[config.mk]
export PLATFORM = sky130hd
export DESIGN_NAME = dcb_brake_ctrl
export DESIGN_NICKNAME = d
export VERILOG_FILES = /design/src/design/dcb_pkg.sv /design/src/design/dcb_freq_limiter.sv /design/src/design/dcb_brake_ctrl.sv
export SDC_FILE = /design/constraint.sdc
export NUM_CORES = 2
export LEC_CHECK = 0
export BUFFER_PORTS_ARGS = -buffer_cell sky130_fd_sc_hd__buf_2
export CAP_MARGIN = 20
export CORE_UTILIZATION = 30
export DETAILED_ROUTE_END_ITERATION = 16
export HOLD_SLACK_MARGIN = 0.02
export SLEW_MARGIN = 20
export SYNTH_ARGS = -nofsm -noshare
export SYNTH_HDL_FRONTEND = slang
export SYNTH_SLANG_ARGS = --single-unit
[constraint.sdc]
create_clock -name clk -period 20.9 [get_ports clk]
set_clock_uncertainty 0.05 [all_clocks]
set_input_delay 3.135 -clock clk [delete_from_list [all_inputs] [get_ports clk]]
set_output_delay 3.135 -clock clk [all_outputs]
set_load 0.05 [all_outputs]
[src/design/dcb_pkg.sv]
/*
 dcb_pkg: constants, register map and sequencer states of the dc brake and
 frequency limiter block.
 Assumes a 200 MHz clock; frequencies in 0.01 Hz, times in 0.1 s units.
*/
package dcb_pkg;
   localparam int FREQ_W = 16;
   localparam int TIME_W = 10;
   localparam int TORQ_W = 7;
   localparam int PULSE_W = 8;
   localparam int NUM_JUMPS = 3;

   // timing: one time unit is 0.1 s
   localparam int CLK_PERIOD_PS = 5000;
   localparam longint TIME_UNIT_PS = 64'd100_000_000_000;
   localparam int TICK_CYCLES = int'(TIME_UNIT_PS / CLK_PERIOD_PS);

   // setting limits (frequency 0.01 Hz, time 0.1 s, pulse 0.1 kHz)
   localparam logic [FREQ_W-1:0] ACT_FREQ_MAX = 16'h1770;      // 60 Hz
   localparam logic [FREQ_W-1:0] OP_FREQ_MAX = 16'h9C40;       // 400 Hz
   localparam logic [FREQ_W-1:0] JUMP_W_MAX = 16'h03E8;        // 10 Hz
   localparam logic [TIME_W-1:0] COAST_MAX = 10'h032;          // 5 s
   localparam logic [TIME_W-1:0] DUR_MAX = 10'h258;            // 60 s
   localparam logic [TORQ_W-1:0] TORQ_MAX = 7'h64;             // 100 %
   localparam logic [PULSE_W-1:0] PULSE_MIN = 8'h05;           // 0.5 kHz
   localparam logic [PULSE_W-1:0] PULSE_MAX_SMALL = 8'h78;     // 12 kHz
   localparam logic [PULSE_W-1:0] PULSE_MAX_LARGE = 8'h64;     // 10 kHz

   // reset values
   localparam logic RST_AUTO_EN = 1'b0;
   localparam logic RST_BEHAVIOUR = 1'b1;
   localparam logic [FREQ_W-1:0] RST_ACT_FREQ = 16'h0032;      // 0.50 Hz
   localparam logic [PULSE_W-1:0] RST_PULSE = 8'h1E;           // 3.0 kHz
   localparam logic [FREQ_W-1:0] RST_JUMP_W = 16'h0032;        // 0.5 Hz
   localparam logic [FREQ_W-1:0] RST_START_FREQ = 16'h0032;
   localparam logic [FREQ_W-1:0] RST_END_FREQ = 16'h1388;
   localparam logic [FREQ_W-1:0] RST_SW_FREQ = 16'h0032;

   // register byte offsets
   localparam logic [7:0] OFS_CTRL = 8'h00;
   localparam logic [7:0] OFS_ACT_FREQ = 8'h04;
   localparam logic [7:0] OFS_COAST = 8'h08;
   localparam logic [7:0] OFS_DEC_TORQ = 8'h0C;
   localparam logic [7:0] OFS_DEC_DUR = 8'h10;
   localparam logic [7:0] OFS_ACC_TORQ = 8'h14;
   localparam logic [7:0] OFS_ACC_DUR = 8'h18;
   localparam logic [7:0] OFS_PULSE = 8'h1C;
   localparam logic [7:0] OFS_MAX_OP = 8'h20;
   localparam logic [7:0] OFS_MIN_OP = 8'h24;
   localparam logic [7:0] OFS_START_F = 8'h28;
   localparam logic [7:0] OFS_END_F = 8'h2C;
   localparam logic [7:0] OFS_JUMP_BASE = 8'h30;               // centre, width pairs
   localparam logic [7:0] OFS_SW_FREQ = 8'h48;
   localparam logic [7:0] OFS_STATUS = 8'h4C;

   // control register fields
   localparam int CTRL_AUTO_BIT = 0;
   localparam int CTRL_BEHAV_BIT = 1;

   typedef enum logic [2:0] {
      ST_IDLE,
      ST_PRE_BRAKE,
      ST_RUN,
      ST_STOPPING,
      ST_COAST,
      ST_BRAKE,
      ST_DONE
   } dcb_state_e;
endpackage

[src/design/dcb_freq_limiter.sv]
/*
 dcb_freq_limiter: clamps the commanded frequency to the operating window and
 keeps it out of three jump bands while rampActive is low; registered output.
 Assumes all inputs come from the clk domain.
*/
`timescale 1ns/1ps
`default_nettype none
module dcb_freq_limiter
   import dcb_pkg::*;
(
   input wire logic clk,
   input wire logic rst_n,
   input wire logic runEnable,
   input wire logic startPulse,
   input wire logic rampActive,
   input wire logic [dcb_pkg::FREQ_W-1:0] setpointFreq,
   input wire logic [dcb_pkg::FREQ_W-1:0] startingFreq,
   input wire logic [dcb_pkg::FREQ_W-1:0] endFreq,
   input wire logic [dcb_pkg::FREQ_W-1:0] maxOperatingFreq,
   input wire logic [dcb_pkg::FREQ_W-1:0] minOperatingFreq,
   input wire logic [dcb_pkg::NUM_JUMPS-1:0][dcb_pkg::FREQ_W-1:0] jumpCentre,
   input wire logic [dcb_pkg::NUM_JUMPS-1:0][dcb_pkg::FREQ_W-1:0] jumpWidth,
   output logic [dcb_pkg::FREQ_W-1:0] limitedFreq
);
   typedef struct packed {
      logic [FREQ_W-1:0] outFreq;
   } dcb_lim_s;

   dcb_lim_s r;
   dcb_lim_s n;

   always_comb
   begin
      logic [FREQ_W-1:0] f;
      logic [FREQ_W-1:0] lo;
      logic [FREQ_W-1:0] hi;
      logic [FREQ_W:0] edgeLo;
      logic [FREQ_W:0] edgeHi;
      edgeLo = '0;
      edgeHi = '0;
      f = startPulse ? minOperatingFreq : setpointFreq;
      lo = (minOperatingFreq > startingFreq) ? minOperatingFreq : startingFreq;
      hi = endFreq;
      if ((maxOperatingFreq != '0) && (maxOperatingFreq < hi))
      begin
         hi = maxOperatingFreq;
      end
      if (f > hi)
      begin
         f = hi;
      end
      if (f < lo)
      begin
         f = lo;
      end
      // the band may be crossed while ramping, never held inside
      for (int i = 0; i < NUM_JUMPS; i++)
      begin
         edgeLo = {1'b0, jumpCentre[i]} - {2'b00, jumpWidth[i][FREQ_W-1:1]};
         edgeHi = {1'b0, jumpCentre[i]} + {2'b00, jumpWidth[i][FREQ_W-1:1]};
         if (edgeLo[FREQ_W])
         begin
            edgeLo = '0;
         end
         if (!rampActive && (jumpWidth[i] != '0) && ({1'b0, f} > edgeLo) && ({1'b0, f} < edgeHi))
         begin
            if (({1'b0, f} - edgeLo) <= (edgeHi - {1'b0, f}))
            begin
               f = edgeLo[FREQ_W-1:0];
            end
            else if (edgeHi > {1'b0, hi})
            begin
               f = edgeLo[FREQ_W-1:0];
            end
            else
            begin
               f = edgeHi[FREQ_W-1:0];
            end
         end
      end
      n.outFreq = runEnable ? f : '0;
   end

   always_ff @(posedge clk or negedge rst_n)
   begin
      if (!rst_n)
      begin
         r <= '0;
      end
      else
      begin
         r <= n;
      end
   end

   assign limitedFreq = r.outFreq;
endmodule
`default_nettype wire

[src/design/dcb_brake_ctrl.sv]
/*
 dcb_brake_ctrl: dc injection brake sequencer with APB register file, driving
 the power stage and limiting the commanded output frequency.
 Assumes run command and brake request come from pins (synchronised here);
 actual and setpoint frequency come from logic on clk.
*/
// Notes on behaviour
// - brake starts on stop with auto braking, or on brake request input
// - auto brake enable: 0 off, 1 on; off after reset
// - auto braking begins when actual frequency drops below activation frequency
// - motor coasts for the wait time, 0 to 5 s, before braking
// - deceleration brake torque setting 0 to 100 percent
// - deceleration braking lasts the configured duration, 0 to 60 s
// - behaviour 0: input edge starts braking, duration expiry ends it
// - behaviour 1 (default): brake while input active, stop on release
// - braking before acceleration uses its own torque, 0 to 100 percent
// - pre-acceleration braking lasts its own duration, 0 to 60 s
// - brake pulse frequency 0.5 to 12 or 10 kHz, default 3.0 kHz
// - brake pulse frequency replaces switching frequency only while braking
// - braking drives pulsed dc, no rotating output
// - optional min and max limits narrow the start-to-end frequency range
// - start command immediately outputs minimum operating frequency
// - maximum operating frequency 0 to 400 Hz, zero disables it
// - three jump bands: centre 0 to 400 Hz, width 0 to 10 Hz
`timescale 1ns/1ps
`default_nettype none
module dcb_brake_ctrl
   import dcb_pkg::*;
#(
   parameter int TICK_CYCLES_P = dcb_pkg::TICK_CYCLES,
   parameter logic [dcb_pkg::PULSE_W-1:0] PULSE_MAX_P = dcb_pkg::PULSE_MAX_SMALL
)
(
   input wire logic clk,
   input wire logic rst_n,
   input wire logic psel,
   input wire logic penable,
   input wire logic pwrite,
   input wire logic [7:0] paddr,
   input wire logic [31:0] pwdata,
   output logic [31:0] prdata,
   output logic pready,
   output logic pslverr,
   input wire logic runCommand,
   input wire logic brakeRequestInput,
   input wire logic rampActive,
   input wire logic [dcb_pkg::FREQ_W-1:0] actualFreq,
   input wire logic [dcb_pkg::FREQ_W-1:0] setpointFreq,
   output logic dcInjectBrake,
   output logic [dcb_pkg::TORQ_W-1:0] brakeTorque,
   output logic [dcb_pkg::PULSE_W-1:0] switchingFreq,
   output logic outputEnable,
   output logic [dcb_pkg::FREQ_W-1:0] limitedFreq
);
   import dcb_pkg::*;

   typedef struct packed {
      dcb_state_e state;
      logic [1:0] runSync;
      logic [1:0] brakeSync;
      logic runPrev;
      logic brakePrev;
      logic fromInput;
      logic startPulse;
      logic [31:0] presc;
      logic [TIME_W-1:0] coastTmr;
      logic [TIME_W-1:0] brakeTmr;
      logic [TIME_W-1:0] preTmr;
      logic autoEn;
      logic behaviour;
      logic [FREQ_W-1:0] actFreq;
      logic [TIME_W-1:0] coastWait;
      logic [TORQ_W-1:0] decTorque;
      logic [TIME_W-1:0] decDur;
      logic [TORQ_W-1:0] accTorque;
      logic [TIME_W-1:0] accDur;
      logic [PULSE_W-1:0] pulseFreq;
      logic [FREQ_W-1:0] maxOp;
      logic [FREQ_W-1:0] minOp;
      logic [FREQ_W-1:0] startF;
      logic [FREQ_W-1:0] endF;
      logic [PULSE_W-1:0] swFreq;
      logic [NUM_JUMPS-1:0][FREQ_W-1:0] jumpC;
      logic [NUM_JUMPS-1:0][FREQ_W-1:0] jumpW;
      logic [31:0] rdata;
   } dcb_regs_s;

   localparam dcb_regs_s RESET_VAL = '{
      state: ST_IDLE,
      behaviour: RST_BEHAVIOUR,
      autoEn: RST_AUTO_EN,
      actFreq: RST_ACT_FREQ,
      pulseFreq: RST_PULSE,
      startF: RST_START_FREQ,
      endF: RST_END_FREQ,
      swFreq: RST_SW_FREQ[PULSE_W-1:0],
      jumpW: {NUM_JUMPS{RST_JUMP_W}},
      default: '0
   };

   dcb_regs_s r;
   dcb_regs_s n;

   // writes beyond range saturate rather than wrap, except the switching frequency, which keeps only its low 8 bits
   function automatic logic [FREQ_W-1:0] clampVal(input logic [31:0] v, input logic [FREQ_W-1:0] maxV);
      return (v > {16'h0000, maxV}) ? maxV : v[FREQ_W-1:0];
   endfunction

   function automatic logic [TIME_W-1:0] clampTime(input logic [31:0] v, input logic [TIME_W-1:0] maxV);
      return (v > {22'h00_0000, maxV}) ? maxV : v[TIME_W-1:0];
   endfunction

   logic setup;
   logic access;
   logic mapped;
   logic tick;
   logic runLvl;
   logic brakeLvl;
   logic runRise;
   logic brakeRise;
   logic [7:0] jumpOfs;

   assign setup = psel && !penable;
   assign access = psel && penable;
   assign runLvl = r.runSync[1];
   assign brakeLvl = r.brakeSync[1];
   assign runRise = r.runSync[1] && !r.runPrev;
   assign brakeRise = r.brakeSync[1] && !r.brakePrev;
   assign tick = (r.presc == 32'(TICK_CYCLES_P - 1));
   assign jumpOfs = paddr - OFS_JUMP_BASE;
   assign mapped = (paddr[1:0] == 2'b00) && (paddr <= OFS_STATUS);

   always_comb
   begin
      n = r;
      n.runSync = {r.runSync[0], runCommand};
      n.brakeSync = {r.brakeSync[0], brakeRequestInput};
      n.runPrev = r.runSync[1];
      n.brakePrev = r.brakeSync[1];
      n.startPulse = 1'b0;
      n.presc = tick ? '0 : r.presc + 32'h0000_0001;

      case (r.state)
         ST_IDLE:
         begin
            if (brakeRise)
            begin
               n.state = ST_COAST;
               n.fromInput = 1'b1;
               n.coastTmr = r.coastWait;
            end
            else if (runRise)
            begin
               if (r.accDur != '0)
               begin
                  n.state = ST_PRE_BRAKE;
                  n.preTmr = r.accDur;
               end
               else
               begin
                  n.state = ST_RUN;
                  n.startPulse = 1'b1;
               end
            end
         end
         ST_PRE_BRAKE:
         begin
            if (!runLvl)
            begin
               n.state = ST_IDLE;
            end
            else if (tick)
            begin
               if (r.preTmr <= 10'h001)
               begin
                  n.state = ST_RUN;
                  n.startPulse = 1'b1;
               end
               else
               begin
                  n.preTmr = r.preTmr - 10'h001;
               end
            end
         end
         ST_RUN:
         begin
            if (brakeRise)
            begin
               n.state = ST_COAST;
               n.fromInput = 1'b1;
               n.coastTmr = r.coastWait;
            end
            else if (!runLvl)
            begin
               n.state = r.autoEn ? ST_STOPPING : ST_IDLE;
            end
         end
         ST_STOPPING:
         begin
            if (brakeRise)
            begin
               n.state = ST_COAST;
               n.fromInput = 1'b1;
               n.coastTmr = r.coastWait;
            end
            else if (runRise)
            begin
               n.state = ST_RUN;
               n.startPulse = 1'b1;
            end
            else if (actualFreq < r.actFreq)
            begin
               n.state = ST_COAST;
               n.fromInput = 1'b0;
               n.coastTmr = r.coastWait;
            end
         end
         ST_COAST:
         begin
            if (r.fromInput && r.behaviour && !brakeLvl)
            begin
               n.state = ST_DONE;
            end
            else if (r.coastTmr == '0)
            begin
               n.state = ST_BRAKE;
               n.brakeTmr = r.decDur;
            end
            else if (tick)
            begin
               n.coastTmr = r.coastTmr - 10'h001;
            end
         end
         ST_BRAKE:
         begin
            if (r.fromInput && r.behaviour)
            begin
               if (!brakeLvl)
               begin
                  n.state = ST_DONE;
               end
            end
            else if (r.brakeTmr == '0)
            begin
               n.state = ST_DONE;
            end
            else if (tick)
            begin
               n.brakeTmr = r.brakeTmr - 10'h001;
            end
         end
         ST_DONE:
         begin
            n.state = ST_IDLE;
            n.fromInput = 1'b0;
         end
         default:
         begin
            n.state = ST_IDLE;
         end
      endcase

      // timers start on a whole unit from entry into a timed state
      if (n.state != r.state)
      begin
         n.presc = '0;
      end

      if (setup)
      begin
         n.rdata = '0;
         case (paddr)
            OFS_CTRL: n.rdata = {30'h0000_0000, r.behaviour, r.autoEn};
            OFS_ACT_FREQ: n.rdata = {16'h0000, r.actFreq};
            OFS_COAST: n.rdata = {22'h00_0000, r.coastWait};
            OFS_DEC_TORQ: n.rdata = {25'h000_0000, r.decTorque};
            OFS_DEC_DUR: n.rdata = {22'h00_0000, r.decDur};
            OFS_ACC_TORQ: n.rdata = {25'h000_0000, r.accTorque};
            OFS_ACC_DUR: n.rdata = {22'h00_0000, r.accDur};
            OFS_PULSE: n.rdata = {24'h00_0000, r.pulseFreq};
            OFS_MAX_OP: n.rdata = {16'h0000, r.maxOp};
            OFS_MIN_OP: n.rdata = {16'h0000, r.minOp};
            OFS_START_F: n.rdata = {16'h0000, r.startF};
            OFS_END_F: n.rdata = {16'h0000, r.endF};
            OFS_SW_FREQ: n.rdata = {24'h00_0000, r.swFreq};
            OFS_STATUS: n.rdata = {27'h000_0000, dcInjectBrake, outputEnable, r.state};
            default:
            begin
               if (mapped && (jumpOfs < 8'h18))
               begin
                  n.rdata = {16'h0000, jumpOfs[2] ? r.jumpW[jumpOfs[4:3]] : r.jumpC[jumpOfs[4:3]]};
               end
            end
         endcase
      end

      if (access && pwrite && mapped)
      begin
         case (paddr)
            OFS_CTRL:
            begin
               n.autoEn = pwdata[CTRL_AUTO_BIT];
               n.behaviour = pwdata[CTRL_BEHAV_BIT];
            end
            OFS_ACT_FREQ: n.actFreq = clampVal(pwdata, ACT_FREQ_MAX);
            OFS_COAST: n.coastWait = clampTime(pwdata, COAST_MAX);
            OFS_DEC_TORQ: n.decTorque = TORQ_W'(clampVal(pwdata, 16'(TORQ_MAX)));
            OFS_DEC_DUR: n.decDur = clampTime(pwdata, DUR_MAX);
            OFS_ACC_TORQ: n.accTorque = TORQ_W'(clampVal(pwdata, 16'(TORQ_MAX)));
            OFS_ACC_DUR: n.accDur = clampTime(pwdata, DUR_MAX);
            OFS_PULSE:
            begin
               n.pulseFreq = PULSE_W'(clampVal(pwdata, 16'(PULSE_MAX_P)));
               if (n.pulseFreq < PULSE_MIN)
               begin
                  n.pulseFreq = PULSE_MIN;
               end
            end
            OFS_MAX_OP: n.maxOp = clampVal(pwdata, OP_FREQ_MAX);
            OFS_MIN_OP: n.minOp = clampVal(pwdata, OP_FREQ_MAX);
            OFS_START_F: n.startF = clampVal(pwdata, OP_FREQ_MAX);
            OFS_END_F: n.endF = clampVal(pwdata, OP_FREQ_MAX);
            OFS_SW_FREQ: n.swFreq = pwdata[PULSE_W-1:0];
            default:
            begin
               if (jumpOfs < 8'h18)
               begin
                  if (jumpOfs[2])
                  begin
                     n.jumpW[jumpOfs[4:3]] = clampVal(pwdata, JUMP_W_MAX);
                  end
                  else
                  begin
                     n.jumpC[jumpOfs[4:3]] = clampVal(pwdata, OP_FREQ_MAX);
                  end
               end
            end
         endcase
      end
   end

   always_ff @(posedge clk or negedge rst_n)
   begin
      if (!rst_n)
      begin
         r <= RESET_VAL;
      end
      else
      begin
         r <= n;
      end
   end

   assign prdata = r.rdata;
   assign pready = 1'b1;
   assign pslverr = access && !mapped;

   // torque is applied only in the braking states; no derating enforced here
   assign dcInjectBrake = (r.state == ST_BRAKE) || (r.state == ST_PRE_BRAKE);
   assign brakeTorque = (r.state == ST_BRAKE) ? r.decTorque :
                        (r.state == ST_PRE_BRAKE) ? r.accTorque : '0;
   assign switchingFreq = dcInjectBrake ? r.pulseFreq : r.swFreq;
   assign outputEnable = (r.state == ST_RUN) || (r.state == ST_STOPPING);

   dcb_freq_limiter u_limiter (
      .clk(clk),
      .rst_n(rst_n),
      .runEnable(outputEnable),
      .startPulse(r.startPulse),
      .rampActive(rampActive),
      .setpointFreq(setpointFreq),
      .startingFreq(r.startF),
      .endFreq(r.endF),
      .maxOperatingFreq(r.maxOp),
      .minOperatingFreq(r.minOp),
      .jumpCentre(r.jumpC),
      .jumpWidth(r.jumpW),
      .limitedFreq(limitedFreq)
   );
endmodule
`default_nettype wire

==> flow_summary.ini <==
[die]
die_h_um = 326
die_x_um = 326
ioPinCount = 147
core_area_mm2 = 0.104
rows = 118
dieArea_mm2 = 0.107
start_util = 0.304

[pwr]
power_density_mw_per_mm2 = 105
p_int_uw = 2070
seqPwrFrac = 0.193
pwr-share-clk = 0.199
net-switching-power_uw = 1680
p_sw_frac = 0.448
power.leakage_uw = 0.0161
ir_drop_v = 0.0000765
combPwrFrac = 0.608

[sta]
period_minus_slack_ps = 19970
finalCritPeriodShare = 0.955
fmax_mhz = 50.1
setup_viol = 0
setup_ws_ps = 934
hold_viol_final = 0
setup_tns_ps = 0
worstMarginPinSlew_ps = 1190
relSlewSlack = 0.203
maxSlewViolCount = 0

[yosys]
synth_top_area_cell = dfrtp_1
synthArstFlopShare = 1.00
ys_ff_latch = 343
yosysSeqAreaShare = 0.273
ys_types = 95
syn_avg_cell_area_um2 = 8.03
syn_area_mm2 = 0.0316
yosysWarnings = 0
synth_top_area_frac = 0.250
ys_top_cells_by_area = dfrtp_1 25%, ha_1 14%, o21ai_0 5.7%
syn_inst = 3932
yosys_most_used_dff = dfrtp_1
synth_edf_count = 0

[clocking]
cts_root_buf = clkbuf_16
h-tree-depth = 2
cts_tree = done
clkLatencyLatePin_ps = 590
path_clk_slew_ps = 60
numCtsBuffers = 40
cts_sinks = 343
cts_buffer_depth = 3

[critical_path]
crit_path_end_kind = register
required_ps = 21300
critPathArrivalTime_ps = 20360
path_class = in -> reg
crit_path_max_fanout = 20
critical-path-slowest-cell = o31ai_1
startpoint_type = input pin
critPathMostFrequentCell = ha_1
slowest_delay_ps = 420

[drt]
drc = 0
ant_nets = 0
drt_first_pass_iters = 7
wl_um = 121000
post_drt_via_cell_ratio = 5.58
routedWlPerCell_um = 22.2
num_vias = 30400
dr.first_iter.drc_count = 2845

[place]
numPortBuffers = 129
place_ws_ps = -453
gp_congestion = 1.01
dp_hpwl_um = 96500

[global_route]
grt_first_pass_wirelength_um = 180000
grtUsageMet1 = 0.288
groute.layer.met2.usage = 0.350
use_met3 = 0.0288
grt_usage = 0.219
top_usage_layer = met2
antenna_found_initial = 1
grt.overflow.total = 0
grt_pass1_vias = 28400
grt_max_degree = 166

[layout]
layout-drive-gt1-share = 0.113
n_fill_cell = 10900
syn_to_final_growth_pct = 12.8
nets = 4472

[flow_run]
timing.max_cap.violations = 0

[run_status]
outcome = finished, final reports clean

[worst_hold_path]
worstHoldPathType = reg -> reg
cell families after synthesis:
family                     synth area share
and+or+nand+nor                       0.184
muxes                                0.0473
DFF                                   0.273
xor gates and xnor gates             0.0585
buffers and inverters                0.0611
adders and majority gates             0.149
AOI/OAI and AO/OA                     0.227
other                              0.000238
layout make-up:
cell class / instances / area (µm²) / share of cell area
clock inverter: 21 / 282 / 0.00790
multi-input combinational: 3130 / 21400 / 0.600
tap: 1380 / 1730 / 0.0485
sequential: 343 / 8620 / 0.242
clock buffer: 51 / 1100 / 0.0309
inverter: 295 / 1110 / 0.0311
timing repair buffer: 224 / 1400 / 0.0394
antenna: 1 / 2.50 / 0.0000702
stage by stage:
stage	cells	cell area, µm²	utilization	hold WS [ps]	total power [µW]
2_1_floorplan	3947	31700	-	281	2330
3_3_place_gp	5358	33900	0.326	323	2890
3_5_place_dp	5358	33900	0.326	323	2900
4_1_cts	5430	35300	0.339	341	3660
5_1_grt	5444	35600	0.343	344	4010
6_report	5445	35600	0.343	323	3750
worst max-delay path, delay by kind of cell:
family	cells	cell delay [ps]
AOI/OAI and AO/OA	42	7300
adders and majority gates	12	3430
and+or+nand+nor	16	2670
buffers and inverters	13	1780
muxes	6	1440
xor gates and xnor gates	4	610
worst paths after layout:
path	from	endpoint	slack, ps	cells past startpoint
max reg2reg	r[148]	u_limiter.limitedFreq[4]	1020	98
max in group asynchronous	rst_n	r[197]	16690	2
min	n[337]	brakeLvl	320	0
max	setpointFreq[14]	u_limiter.limitedFreq[4]	930	93
min in group asynchronous	rst_n	r[309]	2570	1
min reg2reg	n[337]	brakeLvl	320	0
sequential cells by signal, indices dropped and copies added (netlist names):
name,flops
brakeLvl,1
n,3
prdata,16
r,307
u_limiter.limitedFreq,16
layer usage:
metal | part of all wire | routed length (µm) | vias to the layer above
met5 | 0.00011 | 13 | -
met4 | 0.065 | 7870 | 2
met3 | 0.068 | 8190 | 346
met2 | 0.44 | 53600 | 1365
met1 | 0.42 | 51000 | 14400
li1 | - | - | 14200
power by group through the flow:
stage	Clock [µW]	Sequential, µW	Combinational (µW)
detailed placement	0	733	2160
floorplan	0	723	1610
global route	779	726	2510
CTS	756	722	2180
global placement	0	733	2160
finish	746	722	2280
placed cells by master, fill, tap and decap left out, types with 61 or more instances in the layout:
master,synthesis,routed
a21oi_1,289,273
o21ai_0,357,350
nand2_1,428,427
xor2_1,62,62
nand3_1,71,70
nor2_1,370,368
xnor2_1,149,149
mux2i_1,97,89
buf_2,3,129
a21o_1,70,70
dfrtp_1,315,315
nor3_1,62,61
inv_1,295,295
ha_1,351,349
buf_4,34,89
Yosys cell counts (all sizes together) (12+ instances only):
cell type / n
o211ai: 32
o21a: 38
dfstp: 28
nor3: 62
a222oi: 20
mux2i: 98
nand3: 73
buf: 52
nand4: 57
o21ai: 360
a211oi: 20
maj3: 18
or3: 25
and2: 30
clkbuf: 128
dfrtp: 315
nor2b: 38
and3: 34
ha: 351
xnor2: 149
a21o: 70
o31ai: 12
a21oi: 290
mux2: 44
nand2b: 33
a221oi: 47
nand2: 428
nor2: 371
a211o: 14
xor2: 62
a31oi: 21
or2: 14
nor4: 50
inv: 295
o21bai: 53
a22oi: 41
repair_timing:
item / in CTS / in global routing
setup buffers: 0 / 12
hold buffers: 0 / 0
gates cloned: 0 / 2
gates resized for setup: 3 / 58
hold endpoints to repair: 0 / 0
setup endpoints to repair: 2 / 16
pin swaps: 0 / 12
Note: power is estimated with default switching activity, not from simulation.
